<file path="config.mk">
export PLATFORM = sky130hd
export DESIGN_NAME = tmrop_option_ctrl
export DESIGN_NICKNAME = d
export VERILOG_FILES = /design/src/hdl/tmrop_option_ctrl.v
export VERILOG_INCLUDE_DIRS = /design/src /design/src/common
export SDC_FILE = /design/constraint.sdc
export NUM_CORES = 1
export LEC_CHECK = 0
export ABC_AREA = 1
export BUFFER_PORTS_ARGS = -buffer_cell sky130_fd_sc_hd__buf_2
export CORE_MARGIN = 2
export CORE_UTILIZATION = 30
export DETAILED_ROUTE_END_ITERATION = 7
export PLACE_DENSITY = 0.45
export SYNTH_ARGS = -nofsm -noshare
export SYNTH_HDL_FRONTEND = slang
export SYNTH_SLANG_ARGS = --single-unit
</file>
<file path="constraint.sdc">
create_clock -name i_clk -period 2.6 [get_ports i_clk]
set_input_delay 0.26 -clock i_clk [delete_from_list [all_inputs] [get_ports i_clk]]
set_output_delay 0.26 -clock i_clk [all_outputs]
set_load 0.05 [all_outputs]
</file>
<file path="src/common/tmrop_regs.vh">
// constants for the timer0 / watchdog option control block
// assumes a plain address/strobe register port, one clock domain
`ifndef TMROP_REGS_VH
`define TMROP_REGS_VH

// ----------------------------------------
// register addresses
// ----------------------------------------
`define TMROP_ADDR_W 3
`define TMROP_A_OPTION 3'h0
`define TMROP_A_COUNT 3'h1
`define TMROP_A_STATUS 3'h2
`define TMROP_A_MASK 3'h3
`define TMROP_A_PULLUP 3'h4
`define TMROP_A_WDT 3'h5

// ----------------------------------------
// option register fields and reset
// ----------------------------------------
`define TMROP_OPT_RESET 8'hff
`define TMROP_B_PULLUP_DIS 7
`define TMROP_B_IRQ_EDGE 6
`define TMROP_B_CLK_SRC 5
`define TMROP_B_SRC_EDGE 4
`define TMROP_B_OWNER 3
`define TMROP_RATE_HI 2
`define TMROP_RATE_LO 0

// ----------------------------------------
// status bits and misc
// ----------------------------------------
`define TMROP_ST_W 3
`define TMROP_ST_OVF 0
`define TMROP_ST_EXT 1
`define TMROP_ST_WDT 2
`define TMROP_COUNT_MAX 8'hff
`define TMROP_ZERO8 8'h00
`define TMROP_ZERO3 3'h0
`define TMROP_PIN_W 8

`endif

</file>
<file path="src/hdl/tmrop_option_ctrl.v">
// option control block: timer0 clock/edge, shared prescaler, ext irq edge, pull-up gate
// assumes synchronous reset, one clock, pins asynchronous and synchronised here
// Contract
// - option bit 7 high disables all pull-ups; low enables those individually enabled
// - option bit 6 low: rising external edge interrupts; high: falling edge
// - option bit 5 high clocks timer from pin edges, low from cycle clock
// - option bit 4 high counts falling pin edges, low counts rising ones
// - option bit 3 high gives prescaler to watchdog, low to timer
// - rate bits divide timer 2 to 256, watchdog 1 to 128
// - prescaler with watchdog leaves timer undivided at 1:1
// - all option bits read/write, reset value all ones
`timescale 1ns/1ps
`include "tmrop_regs.vh"
`default_nettype none

module tmrop_option_ctrl (
	input wire i_clk,
	input wire i_rst,
	input wire [`TMROP_ADDR_W-1:0] i_addr,
	input wire [7:0] i_wdata,
	input wire i_wr,
	input wire i_rd,
	input wire i_timer_zero_ext_clock_pin,
	input wire i_ext_irq_pin,
	input wire i_wdt_tick,
	output reg [7:0] o_rdata,
	output reg [`TMROP_PIN_W-1:0] o_pullup_active,
	output reg o_wdt_timeout,
	output reg o_irq
);

	// ----------------------------------------
	// helpers
	// ----------------------------------------
	// prescaler tap: all ones in the low bits ends one division period
	function [7:0] tmrop_div_mask;
		input [2:0] rate;
		input wdt_owner;
		begin
			// timer 1:2 at code 0 needs one count bit; watchdog one fewer
			tmrop_div_mask = wdt_owner ? ((8'h01 << rate) - 8'h01) : ((8'h02 << rate) - 8'h01);
		end
	endfunction

	// address match, shared by every strobe decoder
	function tmrop_hit;
		input [`TMROP_ADDR_W-1:0] addr;
		input [`TMROP_ADDR_W-1:0] target;
		begin
			tmrop_hit = (addr == target);
		end
	endfunction

	// ----------------------------------------
	// local sizes
	// ----------------------------------------
	localparam SYNC_N = 2;
	localparam PIN_TCK = 0;
	localparam PIN_IRQ = 1;

	// ----------------------------------------
	// synchronisers and edge detect
	// ----------------------------------------
	// both pins are asynchronous; the third flop only feeds edge detect
	wire [SYNC_N-1:0] pin_in;
	wire [SYNC_N-1:0] pin_rise;
	wire [SYNC_N-1:0] pin_fall;
	assign pin_in[PIN_TCK] = i_timer_zero_ext_clock_pin;
	assign pin_in[PIN_IRQ] = i_ext_irq_pin;

	genvar g;
	generate
		for (g = 0; g < SYNC_N; g = g + 1) begin : g_sync
			reg meta_r;
			reg stab_r;
			reg prev_r;
			always @(posedge i_clk) begin
				if (i_rst) begin
					meta_r <= 1'b0;
					stab_r <= 1'b0;
					prev_r <= 1'b0;
				end else begin
					meta_r <= pin_in[g];
					stab_r <= meta_r;
					prev_r <= stab_r;
				end
			end
			assign pin_rise[g] = stab_r & ~prev_r;
			assign pin_fall[g] = ~stab_r & prev_r;
		end
	endgenerate

	// ----------------------------------------
	// option register fields
	// ----------------------------------------
	reg [7:0] option_r;
	wire port_pullup_disable = option_r[`TMROP_B_PULLUP_DIS];
	wire ext_irq_edge_select = option_r[`TMROP_B_IRQ_EDGE];
	wire timer_zero_clock_source_sel = option_r[`TMROP_B_CLK_SRC];
	wire timer_zero_edge_sel = option_r[`TMROP_B_SRC_EDGE];
	wire prescaler_owner_sel = option_r[`TMROP_B_OWNER];
	wire [2:0] prescaler_rate_sel = option_r[`TMROP_RATE_HI:`TMROP_RATE_LO];

	// ----------------------------------------
	// strobe decode
	// ----------------------------------------
	wire wr_option = i_wr && tmrop_hit(i_addr, `TMROP_A_OPTION);
	wire wr_count = i_wr && tmrop_hit(i_addr, `TMROP_A_COUNT);
	wire wr_mask = i_wr && tmrop_hit(i_addr, `TMROP_A_MASK);
	wire wr_pullup = i_wr && tmrop_hit(i_addr, `TMROP_A_PULLUP);
	wire wr_wdt = i_wr && tmrop_hit(i_addr, `TMROP_A_WDT);
	wire rd_status = i_rd && tmrop_hit(i_addr, `TMROP_A_STATUS);

	// ----------------------------------------
	// state
	// ----------------------------------------
	reg [7:0] count_r;
	reg [7:0] presc_r;
	reg [7:0] wdt_cnt_r;
	reg [`TMROP_ST_W-1:0] status_r;
	reg [`TMROP_ST_W-1:0] mask_r;
	reg [`TMROP_PIN_W-1:0] pin_pullup_enable_r;
	reg [7:0] count_nxt;
	reg [7:0] presc_nxt;
	reg [7:0] wdt_cnt_nxt;
	reg [`TMROP_ST_W-1:0] status_nxt;

	// ----------------------------------------
	// event selection
	// ----------------------------------------
	wire tck_evt = timer_zero_edge_sel ? pin_fall[PIN_TCK] : pin_rise[PIN_TCK];
	wire tmr_src_evt = timer_zero_clock_source_sel ? tck_evt : 1'b1;
	wire ext_evt = ext_irq_edge_select ? pin_fall[PIN_IRQ] : pin_rise[PIN_IRQ];

	// one prescaler only: whichever side does not own it runs undivided
	wire presc_in = prescaler_owner_sel ? i_wdt_tick : tmr_src_evt;
	wire [7:0] div_mask = tmrop_div_mask(prescaler_rate_sel, prescaler_owner_sel);
	wire presc_out = presc_in & ((presc_r & div_mask) == div_mask);
	wire tmr_inc = prescaler_owner_sel ? tmr_src_evt : presc_out;
	wire wdt_inc = prescaler_owner_sel ? presc_out : i_wdt_tick;

	// a write that reloads a counter hides the wrap it would have made
	wire tmr_ovf = tmr_inc && !wr_count && (count_r == `TMROP_COUNT_MAX);
	wire wdt_ovf = wdt_inc && !wr_wdt && (wdt_cnt_r == `TMROP_COUNT_MAX);
	wire [`TMROP_ST_W-1:0] st_set = {wdt_ovf, ext_evt, tmr_ovf};

	// ----------------------------------------
	// next-state logic
	// ----------------------------------------
	// writing the count or the option restarts the prescaler
	always @* begin
		if (wr_count || wr_option)
			presc_nxt = `TMROP_ZERO8;
		else if (presc_in)
			presc_nxt = presc_r + 8'h01;
		else
			presc_nxt = presc_r;
	end

	always @* begin
		if (wr_count)
			count_nxt = i_wdata;
		else if (tmr_inc)
			count_nxt = count_r + 8'h01;
		else
			count_nxt = count_r;
	end

	always @* begin
		if (wr_wdt)
			wdt_cnt_nxt = `TMROP_ZERO8;
		else if (wdt_inc)
			wdt_cnt_nxt = wdt_cnt_r + 8'h01;
		else
			wdt_cnt_nxt = wdt_cnt_r;
	end

	// a new event beats the read-clear
	always @* begin
		status_nxt = (rd_status ? `TMROP_ZERO3 : status_r) | st_set;
	end

	// ----------------------------------------
	// software registers
	// ----------------------------------------
	always @(posedge i_clk) begin
		if (i_rst) begin
			option_r <= `TMROP_OPT_RESET;
		end else if (wr_option) begin
			option_r <= i_wdata;
		end
	end

	always @(posedge i_clk) begin
		if (i_rst) begin
			mask_r <= `TMROP_ZERO3;
		end else if (wr_mask) begin
			mask_r <= i_wdata[`TMROP_ST_W-1:0];
		end
	end

	always @(posedge i_clk) begin
		if (i_rst) begin
			pin_pullup_enable_r <= `TMROP_ZERO8;
		end else if (wr_pullup) begin
			pin_pullup_enable_r <= i_wdata;
		end
	end

	// ----------------------------------------
	// counters and status
	// ----------------------------------------
	always @(posedge i_clk) begin
		if (i_rst) begin
			presc_r <= `TMROP_ZERO8;
		end else begin
			presc_r <= presc_nxt;
		end
	end

	always @(posedge i_clk) begin
		if (i_rst) begin
			count_r <= `TMROP_ZERO8;
		end else begin
			count_r <= count_nxt;
		end
	end

	always @(posedge i_clk) begin
		if (i_rst) begin
			wdt_cnt_r <= `TMROP_ZERO8;
		end else begin
			wdt_cnt_r <= wdt_cnt_nxt;
		end
	end

	always @(posedge i_clk) begin
		if (i_rst) begin
			status_r <= `TMROP_ZERO3;
		end else begin
			status_r <= status_nxt;
		end
	end

	// ----------------------------------------
	// pin and event outputs
	// ----------------------------------------
	always @(posedge i_clk) begin
		if (i_rst) begin
			o_pullup_active <= `TMROP_ZERO8;
		end else begin
			o_pullup_active <= port_pullup_disable ? `TMROP_ZERO8 : pin_pullup_enable_r;
		end
	end

	always @(posedge i_clk) begin
		if (i_rst) begin
			o_wdt_timeout <= 1'b0;
		end else begin
			o_wdt_timeout <= wdt_ovf;
		end
	end

	// built from the status being stored, so a set that meets a read-clear still shows
	always @(posedge i_clk) begin
		if (i_rst) begin
			o_irq <= 1'b0;
		end else begin
			o_irq <= |(status_nxt & mask_r);
		end
	end

	// ----------------------------------------
	// read port
	// ----------------------------------------
	// idle read data is zero so a stale value never looks like an answer
	always @(posedge i_clk) begin
		if (i_rst) begin
			o_rdata <= `TMROP_ZERO8;
		end else if (i_rd) begin
			case (i_addr)
			`TMROP_A_OPTION: o_rdata <= option_r;
			`TMROP_A_COUNT: o_rdata <= count_r;
			`TMROP_A_STATUS: o_rdata <= {5'h00, status_r};
			`TMROP_A_MASK: o_rdata <= {5'h00, mask_r};
			`TMROP_A_PULLUP: o_rdata <= pin_pullup_enable_r;
			`TMROP_A_WDT: o_rdata <= wdt_cnt_r;
			default: o_rdata <= `TMROP_ZERO8;
			endcase
		end else begin
			o_rdata <= `TMROP_ZERO8;
		end
	end

endmodule // tmrop_option_ctrl
`default_nettype wire

</file>
Word-level counts from Yosys, hierarchy flattened
Cells that the tools add are included.

storage, ports and cells
  register bits = 70
  bits of input ports = 18
  output and inout port bits = 18

operators by class
  $add $sub $neg = 5
  equality and inequality tests = 8
  shifts and indexed selects = 2
  mux-type cells = 11
  bitwise operators = 13
  reduce and logical (&&, ||, !) cells = 20

operator list
  kind                 number
  $pmux 8 s6           1
  $add 8x1->8 const B  3
  $mux 8               3
  $eq 8x8->1 const B   2
  $sub 8x1->8 const B  2
  $logic_and 1x1->1    10
  $and 8x8->8          1
  $eq 8x8->1           1
  $reduce_or 2->1      4
  $shl 1x3->8 const A  1
  $shl 2x3->8 const A  1
  $eq 3x2->1 const B   2
  $eq 3x3->1 const B   2
  $mux 1               6
  $and 1x1->1          5
  $not 1->1            5
  $and 3x3->3          1
  $eq 3x1->1 const B   1
  $logic_not 3->1      1
  $mux 3               1
  $or 3x3->3           1
  $reduce_or 3->1      1
  $logic_not 1->1      2
  $reduce_bool 2->1    1
  $logic_or 1x1->1     1

Logic depth before layout (Yosys ltp)
Gate-level depths: netlist of the first run.

  depth in word-level cells = 12
  depth in mapped cells = 18
  gate-level depth less buffers = 18

Least setup slack after synthesis of the first run
No wires, ideal clock.

  path type = flip-flop to flip-flop
  start = reg option_r[0]
  end = reg wdt_cnt_r[3]
  arrival = 2,014 ps
  data required time = 2,479 ps
  slack = 465 ps
  stages on the path, launching flop included = 18
  buffers on the path = 0
  period minus slack after synthesis = 2,135 ps
  cells stage by stage = dfxtp_1 inv_1 ha_1 nand3_2 ha_1 inv_1 nor2_1 nand3_1 nand3_1 nand3_1 nor2_1 nand3_2 nand2_2 nand2_4 inv_4 nand2_1 nand2_1 a21oi_1

between the ends
  longest elaborated chain between the ends = 7
  elaborated cells on any way between the ends = 9
  those cells by class = add/sub (2); eq/ne (1); shift (2); mux (2); bitwise (2)

RTL lines
  item                                               line                     text
  from (decl)                                        tmrop_option_ctrl.v:96   reg [7:0] option_r;
  from (signal assigned)                             tmrop_option_ctrl.v:188  option_r <= `TMROP_OPT_RESET;
  from (signal assigned)                             tmrop_option_ctrl.v:190  option_r <= i_wdata;
  $shl 2x3->8 / $shl 1x3->8 (equally long branches)  tmrop_option_ctrl.v:41   tmrop_div_mask = wdt_owner ? ((8'h01 << rate) - 8'h01) : ((8'h02 << rate) - 8'h01);
  $sub 8x1->8                                        tmrop_option_ctrl.v:41
  $mux 8 (*)                                         tmrop_option_ctrl.v:41
  $and 8x8->8                                        tmrop_option_ctrl.v:138  wire presc_out = presc_in & ((presc_r & div_mask) == div_mask);
  $eq 8x8->1 (*)                                     tmrop_option_ctrl.v:138
  $and 1x1->1 (*)                                    tmrop_option_ctrl.v:138
  $mux 1 (*)                                         tmrop_option_ctrl.v:140  wire wdt_inc = prescaler_owner_sel ? presc_out : i_wdt_tick;
  to (signal assigned)                               tmrop_option_ctrl.v:231  wdt_cnt_r <= `TMROP_ZERO8;
  to (signal assigned)                               tmrop_option_ctrl.v:233  wdt_cnt_r <= wdt_cnt_nxt;
  to (decl)                                          tmrop_option_ctrl.v:119  reg [7:0] wdt_cnt_r;

Mark *: on every way between the ends. The rest lies on a longest branch, timed or not.
A chain may end at the register's enable or synchronous reset.

Worst setup path after layout of the first run
Ends and elaborated chain as after synthesis.

==> summary.txt, run 1 <==
Logic synthesis
  – Seq/Total Area, Yosys: 43.0%
  – Post-synth EDFFs: 0
  – Async S/R FF share, synth: 0%
  – Post-Synthesis Cells: 457
  – Area leader, netlist: dfxtp_1
  – Average cell area after synthesis: 7.13 um2
  – Ranking of synthesized cells by area: dfxtp_1 43%, nand2_1 11%, inv_1 7.1%
  – Syn_nets: 481
  – Mapped Area: 3260 um2
  – Commonest cells in the synthesized netlist: 92 x nand2_1, 70 x dfxtp_1, 62 x inv_1
  – Flops & latches, synth: 70
  – Yosys top cell area share: 43.0%
  – Synth warnings: 0
  – Most common cell in the netlist: nand2_1
  – Top FF cell, synth: dfxtp_1
  – Library cells used by synthesis: 29

Clock tree
  – Clock Latency Late Sink: 350 ps
  – Maximum clock path buffer count: 2
  – Root Driver: clkbuf_8
  – CTS Hold Bufs: 0
  – CTS tree: done
  – Clock transition at path regs: 80 ps
  – Clock tree sinks: 70
  – CTS buffer count: 9
  – CTS H-tree depth: 3

Floorplanning
  – I/O pin count: 36
  – Initial core utilization: 30.5%
  – # rows: 38
  – Die area: 11700 um2
  – Die H: 108 um
  – Die width: 108 um
  – CORE AREA: 10700 um2

GRT
  – Gr ovfl total: 0
  – Pin count of the biggest net entering global routing: 24
  – Vias in the first global route: 2869
  – GRT Util Overall: 17.1%
  – First-pass GRT wire length: 15000 um
  – Initial antenna violation count: 0

Routing
  – Initial DRC count: 240
  – Via density: 4.79
  – Via count: 3090
  – DRC Markers: 0
  – Routed wire per std cell: 14.5 um
  – Antenna Nets Post-Route: 0
  – DRT Pass-1 Iters: 4
  – Total Wirelength: 9350 um

Finish
  – Layout cell share with drive strength beyond 1: 15.0%
  – Area Overhead vs Synth: 18.1%
  – Finished Layout Cells: 645
  – # diodes: 0
  – Nets: 524
  – Final instance area: 3850 um2

Pwr
  – Leakage: 1.62 nW
  – VDD IR max: 344 uV
  – Total power divided by cell area: 600 nW/um2
  – Total power: 0.00231 W

STA
  – Fin. Hold Viols: 0
  – Worst-Margin Slew: 690 ps
  – Max Clock Skew: 7.01 ps
  – Max Fclk: 0.424 GHz
  – Fin. max-slew vios: 0
  – Worst slew margin: 53.7%
  – Crit share post-route: 90.7%
  – Final setup viols: 0
  – Final worst slack: 242 ps
  – Minimum clock period: 2360 ps

Placed design
  – Cells after DPL: 629
  – I/O Buffers: 35
  – Post-DP HPWL: 7040 um
  – Area after DPL: 3620 um2
  – Worst slack, placed: 163 ps
  – Routability Congestion: 0.816

Setup path
  – CP Capture Type: register
  – Setup crit start kind: register
  – WP data arrival: 2600 ps
  – WP data required: 2840 ps
  – Worst Setup Path Type: reg2reg
  – Maximum fanout along the worst path: 10

Flow run
  – Max-cap viol count: 0

Min path
  – Min-delay worst type: in2reg

Run status
  – Outcome: finished, final reports clean
-- registers in the layout, indices dropped and copies added, names as in the netlist, 3 cells and up --
name                 flops
count_r                  8
o_pullup_active          8
o_rdata                  8
option_r                 8
pin_pullup_enable_r      8
presc_r                  8
wdt_cnt_r                8
mask_r                   3
status_r                 3
-- kinds of logic after synthesis --
group           synth area share (%)
compound gates                  16.5
xor+xnor                        1.88
fa+ha+maj                       2.30
buf+inv                         8.48
flops                           43.0
simple gates                    27.9
-- where the power goes --
group / internal, W / switching, W
clock: 0.000543 / 0.000459
sequential: 0.00109 / 0.0000171
combinational: 0.0000595 / 0.000135
-- worst paths after layout --
path,start,to,slack [ps],depth (start not counted)
worst max-delay path,option_r[0],wdt_cnt_r[3],240,18
worst min-delay path,i_timer_zero_ext_clock_pin,g_sync[0].meta_r,100,3
worst max register to register,option_r[0],wdt_cnt_r[3],240,18
worst min register to register,g_sync[1].meta_r,g_sync[1].stab_r,400,2
-- critical path, stage by stage, from the launching register on --
cell and delay, ps:
dfxtp_2 350, inv_1 60, ha_1 340, nand3_2 120, ha_1 220, inv_1 120
nor2_4 60, nand2_1 70, nand2_1 50, nand3_1 60, nand3_1 80, nor2_2 110
nand3_2 130, nand2_2 110, nand2_4 100, inv_4 100, nand2_1 60, nand2_1 70
a21oi_1 50
-- cell type report --
type,count,area (um2)
sequential,70,1400
clock inverter,7,97.6
fill,1177,6850
clock buffer,9,124
inverter,65,246
multi-input combinational,314,1590
tap,140,175
timing repair buffer,40,213
-- metal layers --
metal,GRT usage [%],part of all wire [%],up-vias
met2,25.6,44,73
li1,-,-,1585
met1,23.9,49,1416
met5,0,0,-
met3,4.40,5.4,16
met4,5.49,1.9,0
-- stage by stage --
step / utilization, % / TNS [ps] / hold slack (ps)
5_1_grt: 36.0 / -1.90 / 97.0
2_1_floorplan: - / 0 / 367
4_1_cts: 35.9 / 0 / 90.4
3_5_place_dp: 33.8 / 0 / 394
3_3_place_gp: 33.8 / 0 / 392
6_report: 36.0 / 0 / 104
-- cells in the final DEF (no fill, tap or decap), types with 7 or more instances in the layout --
cell type  count
buf_2         35
nor3_1        10
o21ai_0       27
nand2_1       92
nand3_1       39
a21oi_1       36
o22ai_1        7
clkbuf_8       9
a221oi_1       9
nor2_1        49
inv_1         62
dfxtp_1       69
-- what timing repair did --
item	CTS	global route
setup buffers	0	0
endpoints found under the setup margin	0	19
gates resized for setup	0	4
Power figures use the tool's default switching activity.
==> run 2: changes to the inputs <==
==> constraint.sdc (replaced) <==
create_clock -name i_clk -period 2.57 [get_ports i_clk]
set_input_delay 0.257 -clock i_clk [delete_from_list [all_inputs] [get_ports i_clk]]
set_output_delay 0.257 -clock i_clk [all_outputs]
set_load 0.05 [all_outputs]
==> run 2 against run 1 <==
Net effect: count of clock-buffer cells in the layout unchanged; clock skew increased by 2.0 ps; critical path depth unchanged; flip-flop and latch count unchanged; highest routed layer unchanged; first-iteration DRC count decreased by 33%; fmax increased by 0.44%; register-to-register slack got worse by 20 ps; non-clock buffer count increased by 1; worst setup slack got worse by 20 ps.
==> summary.txt, run 2 (synthesis gave the netlist of run 1 again) <==
Run status
  – Outcome: finished, final reports clean

Setup path
  – Crit path capture: wdt_cnt_r[3]
  – WP data required: 2800 ps
  – Maximum fanout along the worst path: 10
  – Crit path top cell by count: nand2_1
  – Crit Reg-Reg Startpoint: option_r[0]
  – Worst R2R Setup Slack: 220 ps
  – Worst setup startpoint: option_r[0]
  – CP Cell Sequence: inv_1, ha_1, nand3_2, ha_1, inv_1, nor2_4, nand2_1, nand2_1, nand3_1, nand3_1, nor2_1, nand3_2, nand2_2, nand2_4, inv_4, nand2_1, nand2_1, a21oi_1
  – CP Capture Type: register
  – Worst path bufs/invs: 3
  – Largest stage delay, worst path: 350 ps
  – WP depth: 18
  – R2R Path End: wdt_cnt_r[3]
  – WP data arrival: 2580 ps
  – Setup crit start kind: register
  – Worst Setup Path Type: reg2reg
  – Slowest CP cell: dfxtp_2
  – CP top delay family: simple AND/OR/NAND/NOR gates
  – Register-to-Register Path Depth: 18

Placed design
  – Cells after DPL: 630
  – Post-DP HPWL: 7040 um
  – Routability Congestion: 0.815
  – Area after DPL: 3620 um2
  – I/O Buffers: 35

STA
  – Max Clock Skew: 9.01 ps
  – Final setup viols: 0
  – Minimum clock period: 2350 ps
  – Worst slew margin: 55.7%
  – Crit share post-route: 91.4%
  – Worst-Margin Slew: 659 ps
  – Max Fclk: 0.426 GHz
  – Fin. Hold Viols: 0
  – RSZ-0062 raised after global routing: no
  – Setup TNS: 0 ps
  – Fin. max-slew vios: 0

Clock tree
  – CTS buffer count: 9
  – Root Driver: clkbuf_8
  – CTS H-tree depth: 3
  – Clock Latency Late Sink: 350 ps
  – Clock transition at path regs: 80 ps
  – CTS tree: done
  – Number of setup buffers added after CTS: 0
  – Clock tree sinks: 70
  – CTS Hold Bufs: 0
  – PostCTS Resize Cnt: 0
  – Maximum clock path buffer count: 2

Finish
  – Area of the multi-input gates: 1590 um2
  – Storage cell area: 1400 um2
  – # diodes: 0
  – Area Overhead vs Synth: 17.7%
  – Nets: 525
  – Layout cell share with drive strength beyond 1: 15.0%
  – Filler cell count: 1176
  – Commonest non-fill, non-tap cells in the layout: 92 x nand2_1, 69 x dfxtp_1, 62 x inv_1, 50 x nor2_1, 39 x nand3_1
  – Finished Layout Cells: 646
  – Most common cell after layout, fill and taps aside: nand2_1
  – Final instance area: 3840 um2

Routing
  – Total Wirelength: 9210 um
  – DRC Markers: 0
  – Routed wire per std cell: 14.3 um
  – Via density: 4.75
  – DRT Pass-1 Iters: 4
  – Initial DRC count: 160
  – Via count: 3066
  – Antenna Nets Post-Route: 0

GRT
  – Gr busiest metal: met2
  – Grt met2 use: 26.9%
  – First-pass GRT wire length: 15100 um
  – Met3 Use GR: 3.86%
  – Pin count of the biggest net entering global routing: 23
  – Met1 GRT Util: 23.2%
  – Gr ovfl total: 0
  – Initial antenna violation count: 0
  – Vias in the first global route: 2936
  – GRT Util Overall: 17.0%

Pwr
  – VDD IR max: 245 uV
  – Total power divided by cell area: 587 nW/um2
  – Leakage: 1.61 nW

Floorplanning
  – CORE AREA: 10700 um2
  – Die H: 108 um
  – Die area: 11700 um2
  – Initial core utilization: 30.5%
  – # rows: 38
  – I/O pin count: 36
  – Die width: 108 um

Flow run
  – Max-cap viol count: 0

Min path
  – Min-delay worst type: in2reg
run 2: layer usage:
layer	part of all wire (%)	up-vias	wire, um
met5	0	-	0
met4	0.50	0	46
met3	4.8	2	446
met2	47	49	4330
met1	48	1418	4390
li1	-	1597	-
run 2: final cells by class:
class | count | area share [%]
well taps | 140 | 4.56
multi-input cells | 314 | 41.4
clock buffers | 9 | 3.23
clock inverters | 7 | 2.09
flip-flops and latches | 70 | 36.6
repair buffers | 41 | 5.74
inverters | 65 | 6.42
run 2: power by group:
part / internal, W / switching, W
Combinational: 0.0000613 / 0.000135
Clock: 0.000460 / 0.000470
Sequential: 0.00111 / 0.0000171
run 2: metrics by stage:
stage	worst slack [ps]	hold slack (ps)	utilization, %	power (W)
final	222	107	35.9	0.00225
after global placement	234	390	33.9	0.00135
after detailed placement	137	397	33.9	0.00135
after CTS	96.3	85.0	35.8	0.00229
after floorplan	435	364	-	0.00127
after global routing	17.4	96.5	35.9	0.00237
run 2: worst reg2reg max path, stage by stage (launching register included):
cell     delay [ps]
dfxtp_2         350
inv_1            60
ha_1            330
nand3_2         120
ha_1            220
inv_1           120
nor2_4           60
nand2_1          70
nand2_1          50
nand3_1          60
nand3_1          60
nor2_1          130
nand3_2         130
nand2_2         110
nand2_4         100
inv_4           100
nand2_1          60
nand2_1          70
a21oi_1          50
run 2: worst min-delay path by stage:
stage / start / endpoint / cells past startpoint / slack, ps
floorplan: i_timer_zero_ext_clock_pin / g_sync[0].meta_r / 2 / 360
global placement: g_sync[1].meta_r / g_sync[1].stab_r / 2 / 390
detailed placement: g_sync[1].meta_r / g_sync[1].stab_r / 2 / 400
CTS: i_ext_irq_pin / g_sync[1].meta_r / 3 / 80
global route: i_timer_zero_ext_clock_pin / g_sync[0].meta_r / 3 / 100
finish: i_ext_irq_pin / g_sync[1].meta_r / 3 / 110
